### src/prbs_pkg.sv
// Behaviour
// - Count every event; store record for one
// - Head kept internally; flush deferred
// - Threshold crossing forces head write to memory
// - Cached tail reread on threshold or full
// - Reread tail every store while threshold
// - Interval reload values cached at load
// - Buffer base and size held internally
// - Missed-event count updated in memory block
// - Refresh cache on load or restore
// - Event counters kept internally, never memory
// - No block access starts outside user ring; only leaving idle is gated, so follow-on accesses of a sequence still start
// - Active only in ring 3, not SYSTEM_MANAGEMENT_MODE
// - No lazy save; task-switched flag ignored
// - Threshold interrupt own vector, not shared
// - Restore without saved component gives defaults
// - Saved image layout identical everywhere
// - Empty restore zeroes address, disables profiling
package prbs_pkg;
  // Register byte offsets
  localparam logic [7:0] REG_CFG_OFS    = 8'h00;
  localparam logic [7:0] REG_CBADDR_OFS = 8'h04;
  localparam logic [7:0] REG_CMD_OFS    = 8'h08;
  localparam logic [7:0] REG_STATUS_OFS = 8'h0C;
  localparam logic [7:0] REG_HEAD_OFS   = 8'h10;
  localparam logic [7:0] REG_TAIL_OFS   = 8'h14;
  // Configuration register fields
  localparam int CFG_VEC_LSB = 0;
  localparam int CFG_EVEN_LSB = 8;
  localparam logic [31:0] CFG_RESET = 32'h0000_0000;
  localparam int CMD_STORE_BIT = 0;
  // Control block offsets
  localparam logic [31:0] CB_BASE_OFS = 32'h0000_0000;
  localparam logic [31:0] CB_SIZE_OFS = 32'h0000_0004;
  localparam logic [31:0] CB_THR_OFS  = 32'h0000_0008;
  localparam logic [31:0] CB_TAIL_OFS = 32'h0000_000C;
  localparam logic [31:0] CB_HEAD_OFS = 32'h0000_0010;
  localparam logic [31:0] CB_MISS_OFS = 32'h0000_0014;
  localparam logic [31:0] CB_INTV_OFS = 32'h0000_0020;
  localparam int CB_FIXED_WORDS = 4;
  // Record size
  localparam logic [31:0] REC_BYTES = 32'h0000_0004;
  localparam logic [31:0] IMG_CBADDR_OFS = 32'h0000_0000;
  localparam logic [31:0] IMG_HEAD_OFS   = 32'h0000_0008;
  localparam logic [31:0] IMG_BASE_OFS   = 32'h0000_0010;
  localparam logic [31:0] IMG_CNT_OFS    = 32'h0000_0028;
  // Restore bit and user ring
  localparam int RESTORE_COMP_BIT = 62;
  localparam logic [1:0] USER_RING = 2'h3;
  // AXI responses
  localparam logic [1:0] RESP_OKAY   = 2'h0;
  localparam logic [1:0] RESP_SLVERR = 2'h2;
  // Memory engine states
  typedef enum logic [2:0] {
    ST_IDLE   = 3'b000,
    ST_FETCH  = 3'b001,
    ST_TAILRD = 3'b010,
    ST_STORE  = 3'b011,
    ST_HEADWR = 3'b100,
    ST_MISSRD = 3'b101,
    ST_MISSWR = 3'b110
  } prbs_state_t;
endpackage

### src/prbs_counter_bank.sv
`timescale 1ns/1ps
module prbs_counter_bank
  import prbs_pkg::*;
#(
  parameter int N = 4,
  parameter int W = 32
) (
  input  wire logic         ref_clk,
  input  wire logic         rst,
  input  wire logic         clear,
  input  wire logic         countEn,
  input  wire logic [N-1:0] evHit,
  input  wire logic         reloadWe,
  input  wire logic [7:0]   reloadIdx,
  input  wire logic [W-1:0] reloadVal,
  output logic      [N-1:0] overflow
);
  genvar g;
  generate
    for (g = 0; g < N; g++) begin : gCnt
      logic [W-1:0] interval_r;
      logic [W-1:0] count_r;
      always_ff @(posedge ref_clk) begin
        if (rst || clear) begin
          interval_r <= '0;
        end else if (reloadWe && reloadIdx == 8'(g)) begin
          interval_r <= reloadVal;
        end
      end
      // Counter held here; every hit counts even if no record follows
      always_ff @(posedge ref_clk) begin
        if (rst || clear) begin
          count_r     <= '0;
          overflow[g] <= 1'b0;
        end else if (reloadWe && reloadIdx == 8'(g)) begin
          count_r     <= reloadVal;
          overflow[g] <= 1'b0;
        end else if (countEn && evHit[g]) begin
          overflow[g] <= (count_r == '0);
          count_r     <= (count_r == '0) ? interval_r : count_r - W'(1);
        end else begin
          overflow[g] <= 1'b0;
        end
      end
    end
  endgenerate
endmodule

### src/prbs_top.sv
`timescale 1ns/1ps
module prbs_top
  import prbs_pkg::*;
#(
  parameter int NUM_EVENTS = 4,
  parameter int CNT_W      = 32
) (
  input  wire logic                  ref_clk,
  input  wire logic                  rst,
  // AXI4-Lite slave
  input  wire logic [7:0]            s_axi_awaddr,
  input  wire logic                  s_axi_awvalid,
  output logic                       s_axi_awready,
  input  wire logic [31:0]           s_axi_wdata,
  input  wire logic [3:0]            s_axi_wstrb,
  input  wire logic                  s_axi_wvalid,
  output logic                       s_axi_wready,
  output logic [1:0]                 s_axi_bresp,
  output logic                       s_axi_bvalid,
  input  wire logic                  s_axi_bready,
  input  wire logic [7:0]            s_axi_araddr,
  input  wire logic                  s_axi_arvalid,
  output logic                       s_axi_arready,
  output logic [31:0]                s_axi_rdata,
  output logic [1:0]                 s_axi_rresp,
  output logic                       s_axi_rvalid,
  input  wire logic                  s_axi_rready,
  // Processor mode
  input  wire logic [1:0]            privRing,
  input  wire logic                  smmActive,
  input  wire logic                  hypActive,
  // Retirement events
  input  wire logic                  retireValid,
  input  wire logic [NUM_EVENTS-1:0] retireEvents,
  input  wire logic [23:0]           retireTag,
  // State restore
  input  wire logic                  restoreReq,
  input  wire logic [63:0]           restoreMask,
  input  wire logic [63:0]           restoreBitmap,
  input  wire logic [31:0]           restoreCbAddr,
  input  wire logic [31:0]           restoreHead,
  // Memory port
  output logic                       memReq,
  output logic                       memWe,
  output logic [31:0]                memAddr,
  output logic [31:0]                memWdata,
  input  wire logic                  memAck,
  input  wire logic [31:0]           memRdata,
  // Threshold interrupt, its own line
  output logic                       thrIrq,
  output logic [7:0]                 thrIrqVector
);
  localparam int FETCH_LAST = CB_FIXED_WORDS + NUM_EVENTS - 1;

  prbs_state_t state_r;
  logic [31:0] cfg_r;
  logic [31:0] cbAddr_r;
  logic [31:0] base_r;
  logic [31:0] size_r;
  logic [31:0] thr_r;
  logic [31:0] tail_r;
  logic [31:0] head_r;
  logic [7:0]  fetchIdx_r;
  logic        refreshPend_r;
  logic        flushReq_r;
  logic        pendValid_r;
  logic [7:0]  pendId_r;
  logic [7:0]  awAddr_r;
  logic        awHeld_r;
  logic [31:0] wData_r;
  logic [3:0]  wStrb_r;
  logic        wHeld_r;
  logic [NUM_EVENTS-1:0] overflow;
  logic        userActive;
  logic        enabled;
  logic        wrFire;
  logic        loadPulse;
  logic        storePulse;
  logic        restoreEmpty;
  logic        restoreFull;
  logic        bankClear;
  logic        reloadWe;
  logic [31:0] nextHead;

  // Byte-lane merge for register writes
  function automatic logic [31:0] mergeStrb(input logic [31:0] old, input logic [31:0] nw,
                                            input logic [3:0] strb);
    logic [31:0] res;
    res = old;
    for (int i = 0; i < 4; i++) begin
      if (strb[i]) begin
        res[i*8 +: 8] = nw[i*8 +: 8];
      end
    end
    return res;
  endfunction

  // Fill level between head and tail in a ring of given size
  function automatic logic [31:0] fillOf(input logic [31:0] h, input logic [31:0] t,
                                         input logic [31:0] s);
    return (h >= t) ? (h - t) : (s - t + h);
  endfunction

  // Advance by one record, wrap at size
  function automatic logic [31:0] advance(input logic [31:0] h, input logic [31:0] s);
    logic [31:0] n;
    n = h + REC_BYTES;
    return (n >= s) ? 32'h0000_0000 : n;
  endfunction

  // Lowest-numbered overflowing counter wins the record
  function automatic logic [7:0] pickEvent(input logic [NUM_EVENTS-1:0] v);
    logic [7:0] id;
    id = 8'h00;
    for (int i = NUM_EVENTS - 1; i >= 0; i--) begin
      if (v[i]) begin
        id = 8'(i + 1);
      end
    end
    return id;
  endfunction

  // Only ring 3, never in SYSTEM_MANAGEMENT_MODE or hypervisor
  assign userActive = (privRing == USER_RING) && !smmActive && !hypActive;
  assign enabled    = (cbAddr_r != 32'h0000_0000);
  assign wrFire     = awHeld_r && wHeld_r && !s_axi_bvalid;
  assign loadPulse  = wrFire && (awAddr_r == REG_CBADDR_OFS);
  assign storePulse = wrFire && (awAddr_r == REG_CMD_OFS) && wStrb_r[0]
                      && wData_r[CMD_STORE_BIT];
  assign restoreEmpty = restoreReq && restoreMask[RESTORE_COMP_BIT]
                        && !restoreBitmap[RESTORE_COMP_BIT];
  assign restoreFull  = restoreReq && restoreMask[RESTORE_COMP_BIT]
                        && restoreBitmap[RESTORE_COMP_BIT];
  assign bankClear  = restoreEmpty || (loadPulse && mergeStrb(cbAddr_r, wData_r, wStrb_r) == '0);
  assign reloadWe   = (state_r == ST_FETCH) && memReq && memAck
                      && (fetchIdx_r >= 8'(CB_FIXED_WORDS));
  assign nextHead   = advance(head_r, size_r);

  // Counts every hit; at most one record per retirement
  prbs_counter_bank #(
    .N (NUM_EVENTS),
    .W (CNT_W)
  ) uBank (
    .ref_clk   (ref_clk),
    .rst       (rst),
    .clear     (bankClear),
    .countEn   (enabled && userActive && retireValid),
    .evHit     (retireEvents & cfg_r[CFG_EVEN_LSB +: NUM_EVENTS]),
    .reloadWe  (reloadWe),
    .reloadIdx (fetchIdx_r - 8'(CB_FIXED_WORDS)),
    .reloadVal (CNT_W'(memRdata)),
    .overflow  (overflow)
  );

  // AXI write capture, address and data in either order
  always_ff @(posedge ref_clk) begin
    if (rst) begin
      awHeld_r      <= 1'b0;
      wHeld_r       <= 1'b0;
      awAddr_r      <= 8'h00;
      wData_r       <= 32'h0000_0000;
      wStrb_r       <= 4'h0;
      s_axi_awready <= 1'b0;
      s_axi_wready  <= 1'b0;
      s_axi_bvalid  <= 1'b0;
      s_axi_bresp   <= RESP_OKAY;
    end else begin
      s_axi_awready <= !awHeld_r && !(s_axi_awvalid && s_axi_awready);
      s_axi_wready  <= !wHeld_r && !(s_axi_wvalid && s_axi_wready);
      if (s_axi_awvalid && s_axi_awready) begin
        awHeld_r <= 1'b1;
        awAddr_r <= s_axi_awaddr;
      end
      if (s_axi_wvalid && s_axi_wready) begin
        wHeld_r <= 1'b1;
        wData_r <= s_axi_wdata;
        wStrb_r <= s_axi_wstrb;
      end
      if (wrFire) begin
        awHeld_r     <= 1'b0;
        wHeld_r      <= 1'b0;
        s_axi_bvalid <= 1'b1;
        s_axi_bresp  <= (awAddr_r <= REG_CMD_OFS && awAddr_r[1:0] == 2'h0) ?
                        RESP_OKAY : RESP_SLVERR;
      end else if (s_axi_bvalid && s_axi_bready) begin
        s_axi_bvalid <= 1'b0;
      end
    end
  end

  // Configuration register; its vector steers the interrupt
  always_ff @(posedge ref_clk) begin
    if (rst) begin
      cfg_r <= CFG_RESET;
    end else if (wrFire && awAddr_r == REG_CFG_OFS) begin
      cfg_r <= mergeStrb(cfg_r, wData_r, wStrb_r);
    end
  end

  // Block address: write is a load; restore may replace
  always_ff @(posedge ref_clk) begin
    if (rst) begin
      cbAddr_r <= 32'h0000_0000;
    end else if (restoreEmpty) begin
      cbAddr_r <= 32'h0000_0000;
    end else if (restoreFull) begin
      cbAddr_r <= restoreCbAddr;
    end else if (loadPulse) begin
      cbAddr_r <= mergeStrb(cbAddr_r, wData_r, wStrb_r);
    end
  end

  // AXI read path; state registers answer software
  always_ff @(posedge ref_clk) begin
    if (rst) begin
      s_axi_arready <= 1'b0;
      s_axi_rvalid  <= 1'b0;
      s_axi_rdata   <= 32'h0000_0000;
      s_axi_rresp   <= RESP_OKAY;
    end else begin
      s_axi_arready <= !s_axi_rvalid && !(s_axi_arvalid && s_axi_arready);
      if (s_axi_arvalid && s_axi_arready) begin
        s_axi_rvalid <= 1'b1;
        s_axi_rresp  <= RESP_OKAY;
        case (s_axi_araddr)
          REG_CFG_OFS:    s_axi_rdata <= cfg_r;
          REG_CBADDR_OFS: s_axi_rdata <= cbAddr_r;
          REG_CMD_OFS:    s_axi_rdata <= {31'h0000_0000, flushReq_r};
          REG_STATUS_OFS: s_axi_rdata <= {24'h00_0000, pendValid_r, state_r,
                                          userActive, refreshPend_r, 1'b0, enabled};
          REG_HEAD_OFS:   s_axi_rdata <= head_r;
          REG_TAIL_OFS:   s_axi_rdata <= tail_r;
          default: begin
            s_axi_rdata <= 32'h0000_0000;
            s_axi_rresp <= RESP_SLVERR;
          end
        endcase
      end else if (s_axi_rvalid && s_axi_rready) begin
        s_axi_rvalid <= 1'b0;
      end
    end
  end

  // Refresh request; set wins over fetch-done clear, empty restore wins over both
  always_ff @(posedge ref_clk) begin
    if (rst || restoreEmpty) begin
      refreshPend_r <= 1'b0;
    end else if (restoreFull || (loadPulse && mergeStrb(cbAddr_r, wData_r, wStrb_r) != '0)) begin
      refreshPend_r <= 1'b1;
    end else if (state_r == ST_FETCH && memReq && memAck && fetchIdx_r == 8'(FETCH_LAST)) begin
      refreshPend_r <= 1'b0;
    end
  end

  // Pending record; counting goes on meanwhile
  always_ff @(posedge ref_clk) begin
    if (rst || restoreEmpty || !enabled) begin
      pendValid_r <= 1'b0;
      pendId_r    <= 8'h00;
    end else if (memReq && memAck && (state_r == ST_STORE || state_r == ST_MISSWR)) begin
      pendValid_r <= 1'b0;
    end else if (!pendValid_r && overflow != '0) begin
      pendValid_r <= 1'b1;
      pendId_r    <= pickEvent(overflow);
    end
  end

  // Head flush held until a store-instruction, a load or threshold
  always_ff @(posedge ref_clk) begin
    if (rst || restoreEmpty) begin
      flushReq_r <= 1'b0;
    end else if (storePulse || loadPulse) begin
      flushReq_r <= 1'b1;
    end else if (state_r == ST_HEADWR && memReq && memAck) begin
      flushReq_r <= 1'b0;
    end
  end

  // Memory engine; it leaves idle only in the user ring
  always_ff @(posedge ref_clk) begin
    if (rst || restoreReq) begin
      state_r    <= ST_IDLE;
      memReq     <= 1'b0;
      memWe      <= 1'b0;
      memAddr    <= 32'h0000_0000;
      memWdata   <= 32'h0000_0000;
      fetchIdx_r <= 8'h00;
      thrIrq     <= 1'b0;
      if (rst || restoreEmpty) begin
        base_r <= 32'h0000_0000;
        size_r <= 32'h0000_0000;
        thr_r  <= 32'h0000_0000;
        tail_r <= 32'h0000_0000;
        head_r <= 32'h0000_0000;
      end else if (restoreMask[RESTORE_COMP_BIT]) begin
        head_r <= restoreHead & ~(REC_BYTES - 32'h0000_0001);
      end
    end else begin
      thrIrq <= 1'b0;
      if (memReq && memAck) begin
        memReq <= 1'b0;
      end
      case (state_r)
        ST_IDLE: begin
          if (loadPulse) begin
            head_r <= 32'h0000_0000;
          end else if (enabled && userActive && !memReq) begin
            // Block access started only from the user ring
            if (refreshPend_r) begin
              state_r    <= ST_FETCH;
              fetchIdx_r <= 8'h00;
              memReq     <= 1'b1;
              memWe      <= 1'b0;
              memAddr    <= cbAddr_r + CB_BASE_OFS;
            end else if (flushReq_r) begin
              state_r  <= ST_HEADWR;
              memReq   <= 1'b1;
              memWe    <= 1'b1;
              memAddr  <= cbAddr_r + CB_HEAD_OFS;
              memWdata <= head_r;
            end else if (pendValid_r) begin
              // Reread on every store while threshold or full
              if (nextHead == tail_r || fillOf(head_r, tail_r, size_r) >= thr_r) begin
                state_r <= ST_TAILRD;
                memReq  <= 1'b1;
                memWe   <= 1'b0;
                memAddr <= cbAddr_r + CB_TAIL_OFS;
              end else begin
                state_r  <= ST_STORE;
                memReq   <= 1'b1;
                memWe    <= 1'b1;
                memAddr  <= base_r + head_r;
                memWdata <= {pendId_r, retireTag};
              end
            end
          end
        end
        ST_FETCH: begin
          if (memReq && memAck) begin
            case (fetchIdx_r)
              8'h00:   base_r <= memRdata;
              8'h01:   size_r <= memRdata & ~(REC_BYTES - 32'h0000_0001);
              8'h02:   thr_r  <= memRdata;
              8'h03:   tail_r <= memRdata;
              default: ;
            endcase
            if (fetchIdx_r == 8'(FETCH_LAST)) begin
              state_r <= ST_IDLE;
            end else begin
              fetchIdx_r <= fetchIdx_r + 8'h01;
              memReq     <= 1'b1;
              memAddr    <= (fetchIdx_r + 8'h01 < 8'(CB_FIXED_WORDS)) ?
                            cbAddr_r + {22'h00_0000, fetchIdx_r + 8'h01, 2'h0} :
                            cbAddr_r + CB_INTV_OFS +
                            {22'h00_0000, fetchIdx_r + 8'h01 - 8'(CB_FIXED_WORDS), 2'h0};
            end
          end
        end
        ST_TAILRD: begin
          if (memReq && memAck) begin
            tail_r <= memRdata;
            memReq <= 1'b1;
            memWe  <= 1'b1;
            if (nextHead == memRdata) begin
              state_r <= ST_MISSRD;
              memWe   <= 1'b0;
              memAddr <= cbAddr_r + CB_MISS_OFS;
            end else begin
              state_r  <= ST_STORE;
              memAddr  <= base_r + head_r;
              memWdata <= {pendId_r, retireTag};
            end
          end
        end
        ST_STORE: begin
          if (memReq && memAck) begin
            head_r  <= nextHead;
            state_r <= ST_IDLE;
            if (fillOf(nextHead, tail_r, size_r) >= thr_r &&
                fillOf(head_r, tail_r, size_r) < thr_r) begin
              state_r  <= ST_HEADWR;
              memReq   <= 1'b1;
              memWe    <= 1'b1;
              memAddr  <= cbAddr_r + CB_HEAD_OFS;
              memWdata <= nextHead;
            end
          end
        end
        ST_HEADWR: begin
          if (memReq && memAck) begin
            state_r <= ST_IDLE;
            thrIrq  <= (fillOf(head_r, tail_r, size_r) >= thr_r);
          end
        end
        ST_MISSRD: begin
          if (memReq && memAck) begin
            state_r  <= ST_MISSWR;
            memReq   <= 1'b1;
            memWe    <= 1'b1;
            memWdata <= memRdata + 32'h0000_0001;
          end
        end
        ST_MISSWR: begin
          if (memReq && memAck) begin
            state_r <= ST_IDLE;
          end
        end
        default: state_r <= ST_IDLE;
      endcase
    end
  end

  // Vector from config; no task-switched input
  always_ff @(posedge ref_clk) begin
    if (rst) begin
      thrIrqVector <= 8'h00;
    end else begin
      thrIrqVector <= cfg_r[CFG_VEC_LSB +: 8];
    end
  end
endmodule

### config.mk
export PLATFORM = sky130hd
export DESIGN_NAME = prbs_top
export DESIGN_NICKNAME = d
export VERILOG_FILES = /design/src/prbs_pkg.sv /design/src/prbs_counter_bank.sv /design/src/prbs_top.sv
export SDC_FILE = /design/constraint.sdc
export NUM_CORES = 2
export LEC_CHECK = 0
export ABC_CLOCK_PERIOD_IN_PS = 27500
export BUFFER_PORTS_ARGS = -buffer_cell sky130_fd_sc_hd__buf_2
export CAP_MARGIN = 10
export CELL_PAD_IN_SITES_DETAIL_PLACEMENT = 0
export CELL_PAD_IN_SITES_GLOBAL_PLACEMENT = 2
export CORE_UTILIZATION = 39
export CTS_BUF_LIST = sky130_fd_sc_hd__clkbuf_4 sky130_fd_sc_hd__clkbuf_8 sky130_fd_sc_hd__clkbuf_16
export CTS_CLUSTER_SIZE = 16
export DETAILED_ROUTE_END_ITERATION = 10
export GPL_TIMING_DRIVEN = 1
export PLACE_DENSITY_LB_ADDON = 0.1
export SYNTH_ARGS = -nofsm -noshare
export SYNTH_HDL_FRONTEND = slang
export SYNTH_HIERARCHICAL = 1
export SYNTH_SLANG_ARGS = --single-unit
export TNS_END_PERCENT = 5
### constraint.sdc
create_clock -name ref_clk -period 27.5 [get_ports ref_clk]
set_input_delay 5.5 -clock ref_clk [delete_from_list [all_inputs] [get_ports ref_clk]]
set_output_delay 5.5 -clock ref_clk [all_outputs]
set_load 0.01 [all_outputs]
==> impl_summary.log <==
[metrics] total number of H-tree levels: 3
[metrics] final setup TNS: 0 ns
[metrics] post-layout instance count excluding filler cells: 8052
[metrics] Final Max Slew Viols: 0
[metrics] clock net sink count: between 600 and 700
[metrics] cell seen most often among critical-path stages: sky130_fd_sc_hd__nand4_1
[metrics] Least-Margin Pin Slew: ~1.3 ns
[metrics] Final Worst Setup Slack: 13.12 ns
[metrics] power share of the combinational group: 0.383
[metrics] ys flop type: sky130_fd_sc_hd__dfxtp_1
[metrics] Unique masters post-synth: 101
[metrics] GRT met1 Usage: 0.4686
[metrics] max capacitance violation total: 0
[metrics] global-route wire length before repair: between 300 and 400 mm
[metrics] effective utilization at floorplan: 0.3955
[metrics] Max Buffers Root-to-Sink: 3
[metrics] count of input and output buffers: 303
[metrics] die area: between 100000 and 150000 sq um
[metrics] Slew headroom: 0.1103
[metrics] clock latency of the later-clocked register in the worst-skew pair: 0.69 ns
[metrics] worst min-delay path category: flop to flop
[metrics] Worst path max stage delay: 1.16 ns
[metrics] final std cell area, no fill: 54640 sq um
[metrics] share of cell area taken by muxes after synthesis: 0.02210
[metrics] root buffer selected by CTS: sky130_fd_sc_hd__clkbuf_16
[metrics] type of the setup path with the least slack: flop to flop
[metrics] Die Span Y: 354.3 microns
[metrics] worst hold slack across all endpoints: ~0.45 ns
[metrics] grt ovf: 0
[metrics] die extent in x: 354.3 microns
[metrics] placement-stage cell area: roughly 52000 sq um
[metrics] share of flip-flops with an asynchronous set or reset after synthesis: 0
[metrics] global routing usage on met3: 0.07491
[metrics] number of rows in the core area: 128
[metrics] synthesized cell area: 48400 sq um
[metrics] required arrival time at the worst endpoint: 28.11 ns
[metrics] routability cong.: 1.011
[metrics] power spent charging and discharging nets: 1.406 mW
[metrics] crit share post-route: 0.5228
[metrics] number of buffers created by CTS: 81
[metrics] total of warnings raised by yosys: 6
[metrics] number of filler instances in the final layout: 12607
[metrics] Static Leak: 21.50 nW
[metrics] average footprint of a synthesized cell: 7.807 sq um
[metrics] share of the core filled with cells in the final layout: 0.4466
[metrics] final number of setup-violating endpoints: 0
[metrics] Core Footprint: about 120000 sq um
[metrics] area fraction in compound gates after synthesis: 0.2422
[metrics] outcome: completed
[metrics] arrival time at the worst endpoint: 14.99 ns
[metrics] Critical Path End Type: flop
[metrics] fraction of synthesized cell area in xor and xnor cells: 0.07748
[metrics] relative contribution of the clock network to total power: 0.323
[metrics] pin count of the biggest net entering global routing: around 140
[metrics] Power Internal: 2.260 mW
[metrics] Routed Wire Length: 225.2 mm
[metrics] clock tree from TritonCTS: done
[metrics] total power per unit cell area: 67.11 nW/um^2
[metrics] post-route clock skew: 0.03113 ns
[metrics] Final HPWL DP: 169.2 mm
[metrics] top-level port count: between 400 and 500
[metrics] met2 routing resource usage after global routing: 0.5443
[metrics] number of violations reported at the end of detailed-routing iteration 0: 5704
[metrics] number of vias per cell after detailed routing: 6.074
[metrics] number of antenna violations at the first check in global routing: 14
[metrics] Post-CTS Repair Setup Buffers: 0
[metrics] cell at the slowest stage of the critical path: sky130_fd_sc_hd__nor4_1
[metrics] routed len/inst: about 28 microns
[metrics] Tot Pwr: 3.667 mW
[metrics] number of enable-type register cells in the synthesized netlist: 158
[metrics] clock transition at the registers of the reported paths: 0.07 ns
[metrics] Final Critical Period: around 14 ns
[metrics] number of gates given a new drive strength after cts: 0
[metrics] number of global-route vias before repair: 44614
[metrics] via count of the routed design: 48904
[metrics] most crowded layer after global routing: met2
[metrics] placed insts: 7906
[metrics] setup repair after global routing missed its margin: false
[metrics] number of hold violations in the final report: 0
[metrics] CP Max Fanout: 54
[metrics] global router's overall resource usage: 0.3466
[metrics] fraction of the yosys area taken by sequential cells: 0.3053
[metrics] simple logic cell fraction of the synthesized area: 0.2181
[metrics] synthesized-area fraction occupied by adder cells: 0.08785
[metrics] synthesis-to-layout area growth: 12.90%
[metrics] switching power share of the total: 0.3835
[metrics] synthesis-stage register bit count: 659
[metrics] maximum frequency from static timing analysis: ~0.070 GHz
[metrics] worst slack at placement: between 10 and 15 ns
[metrics] hold-fix buffer count after cts: 0
[metrics] Post-route DRC: 0
[metrics] Mapped Cells: 6199
[metrics] layout cells sized above 1: 0.1091
[metrics] number of iterations in the first detailed-routing pass: 9
[metrics] Reg power frac: 0.294
[metrics] largest vdd supply drop: 0.00005093 V
[metrics] dominant combinational cell family by area after synthesis: compound AO/OA/AOI/OAI gates
[metrics] nets: 7018
[metrics] count of antenna-violating nets left after detailed routing: 0
[metrics] kind of start point of the critical path: flop
logic make-up after synthesis:
family / count (synthesis)
AND/OR/NAND/NOR: 2237
AO/OA/AOI/OAI: 1855
flip-flops: 659
buffers and inverters: 582
XOR/XNOR: 425
adder cells (fa/ha/maj): 335
multiplexers: 105
other: 1
worst max-delay path, delay by kind of cell, from the launching register on:
family | cells | cell delay, ns
AO/OA/AOI/OAI | 16 | 4.60
buffers and inverters | 5 | 1.11
AND/OR/NAND/NOR | 12 | 5.53
adder cells (fa/ha/maj) | 3 | 1.06
multiplexers | 1 | 0.36
flip-flops | 1 | 0.85
XOR/XNOR | 1 | 0.66
flip-flops by register name, indices dropped and copies added (netlist names), 8 cells and up:
name and count:
thrIrqVector 8, head_r 32, size_r 30, tail_r 32
cfg_r 32, cbAddr_r 32, fetchIdx_r 8, uBank/gCnt.count_r 128
s_axi_rdata 32, base_r 32, awAddr_r 8, thr_r 32
memAddr 32, wData_r 32, memWdata 32, uBank/gCnt.interval_r 128
per-layer routing:
metal,up-vias,part of all wire
met4,6,0.037
met3,346,0.087
li1,22826,-
met1,23645,0.43
met5,-,0.00013
met2,2081,0.45
synthesized netlist by cell type (144+ instances only):
master	number	area share
sky130_fd_sc_hd__nand2_1	885	0.069
sky130_fd_sc_hd__a21oi_1	654	0.068
sky130_fd_sc_hd__dfxtp_1	501	0.21
sky130_fd_sc_hd__nor2_1	475	0.037
sky130_fd_sc_hd__o21ai_0	348	0.036
sky130_fd_sc_hd__ha_1	327	0.085
sky130_fd_sc_hd__clkbuf_1	310	0.024
sky130_fd_sc_hd__xnor2_1	279	0.050
sky130_fd_sc_hd__inv_1	221	0.017
sky130_fd_sc_hd__nand3_1	163	0.017
sky130_fd_sc_hd__edfxtp_1	158	0.098
sky130_fd_sc_hd__nor3_1	148	0.015
sky130_fd_sc_hd__xor2_1	144	0.026
layout make-up:
cell class | instances | area, sq um | area share
Antenna cell | 2 | 5.005 | 0.00009160
Sequential cell | 659 | 14780 | 0.2705
Clock inverter | 30 | 525.5 | 0.009618
Multi-Input combinational cell | 4959 | 31500 | 0.5766
Tap cell | 1625 | 2033 | 0.03721
Clock buffer | 113 | 2391 | 0.04376
Timing Repair Buffer | 440 | 2564 | 0.04692
Inverter | 224 | 840.8 | 0.01539
power groups by stage:
stage | combinational, mW | sequential [mW] | clock (mW)
6_report | 1.41 | 1.08 | 1.18
5_1_grt | 1.54 | 1.08 | 1.24
4_1_cts | 1.39 | 1.08 | 1.20
3_5_place_dp | 1.38 | 1.10 | 0
3_3_place_gp | 1.38 | 1.10 | 0
2_1_floorplan | 0.961 | 1.06 | 0
placed cells by master, fill, tap and decap left out, drive strengths merged, types with 96 or more instances in the layout:
master and n:
nor2 480, buf 440, xnor2 279, o21ai 366, and2 96, xor2 144
nand3 163, edfxtp 158, nand2 885, nor3 150, dfxtp 501, a21oi 654
inv 222, clkbuf 113, ha 327
final timing paths:
check,from,to,slack (ns),cells after the start
setup / recovery,head_r[13]$_DFFE_PP_,memAddr[22]$_SDFFE_PN0P_,13.12,38
hold / removal,uBank/gCnt[3].interval_r[2]$_SDFFE_PP0P_,uBank/gCnt[3].interval_r[2]$_SDFFE_PP0P_,0.45,2
setup reg to reg,head_r[13]$_DFFE_PP_,memAddr[22]$_SDFFE_PN0P_,13.12,38
hold reg to reg,uBank/gCnt[3].interval_r[2]$_SDFFE_PP0P_,uBank/gCnt[3].interval_r[2]$_SDFFE_PP0P_,0.45,2
Note: power is estimated with default switching activity, not from simulation.
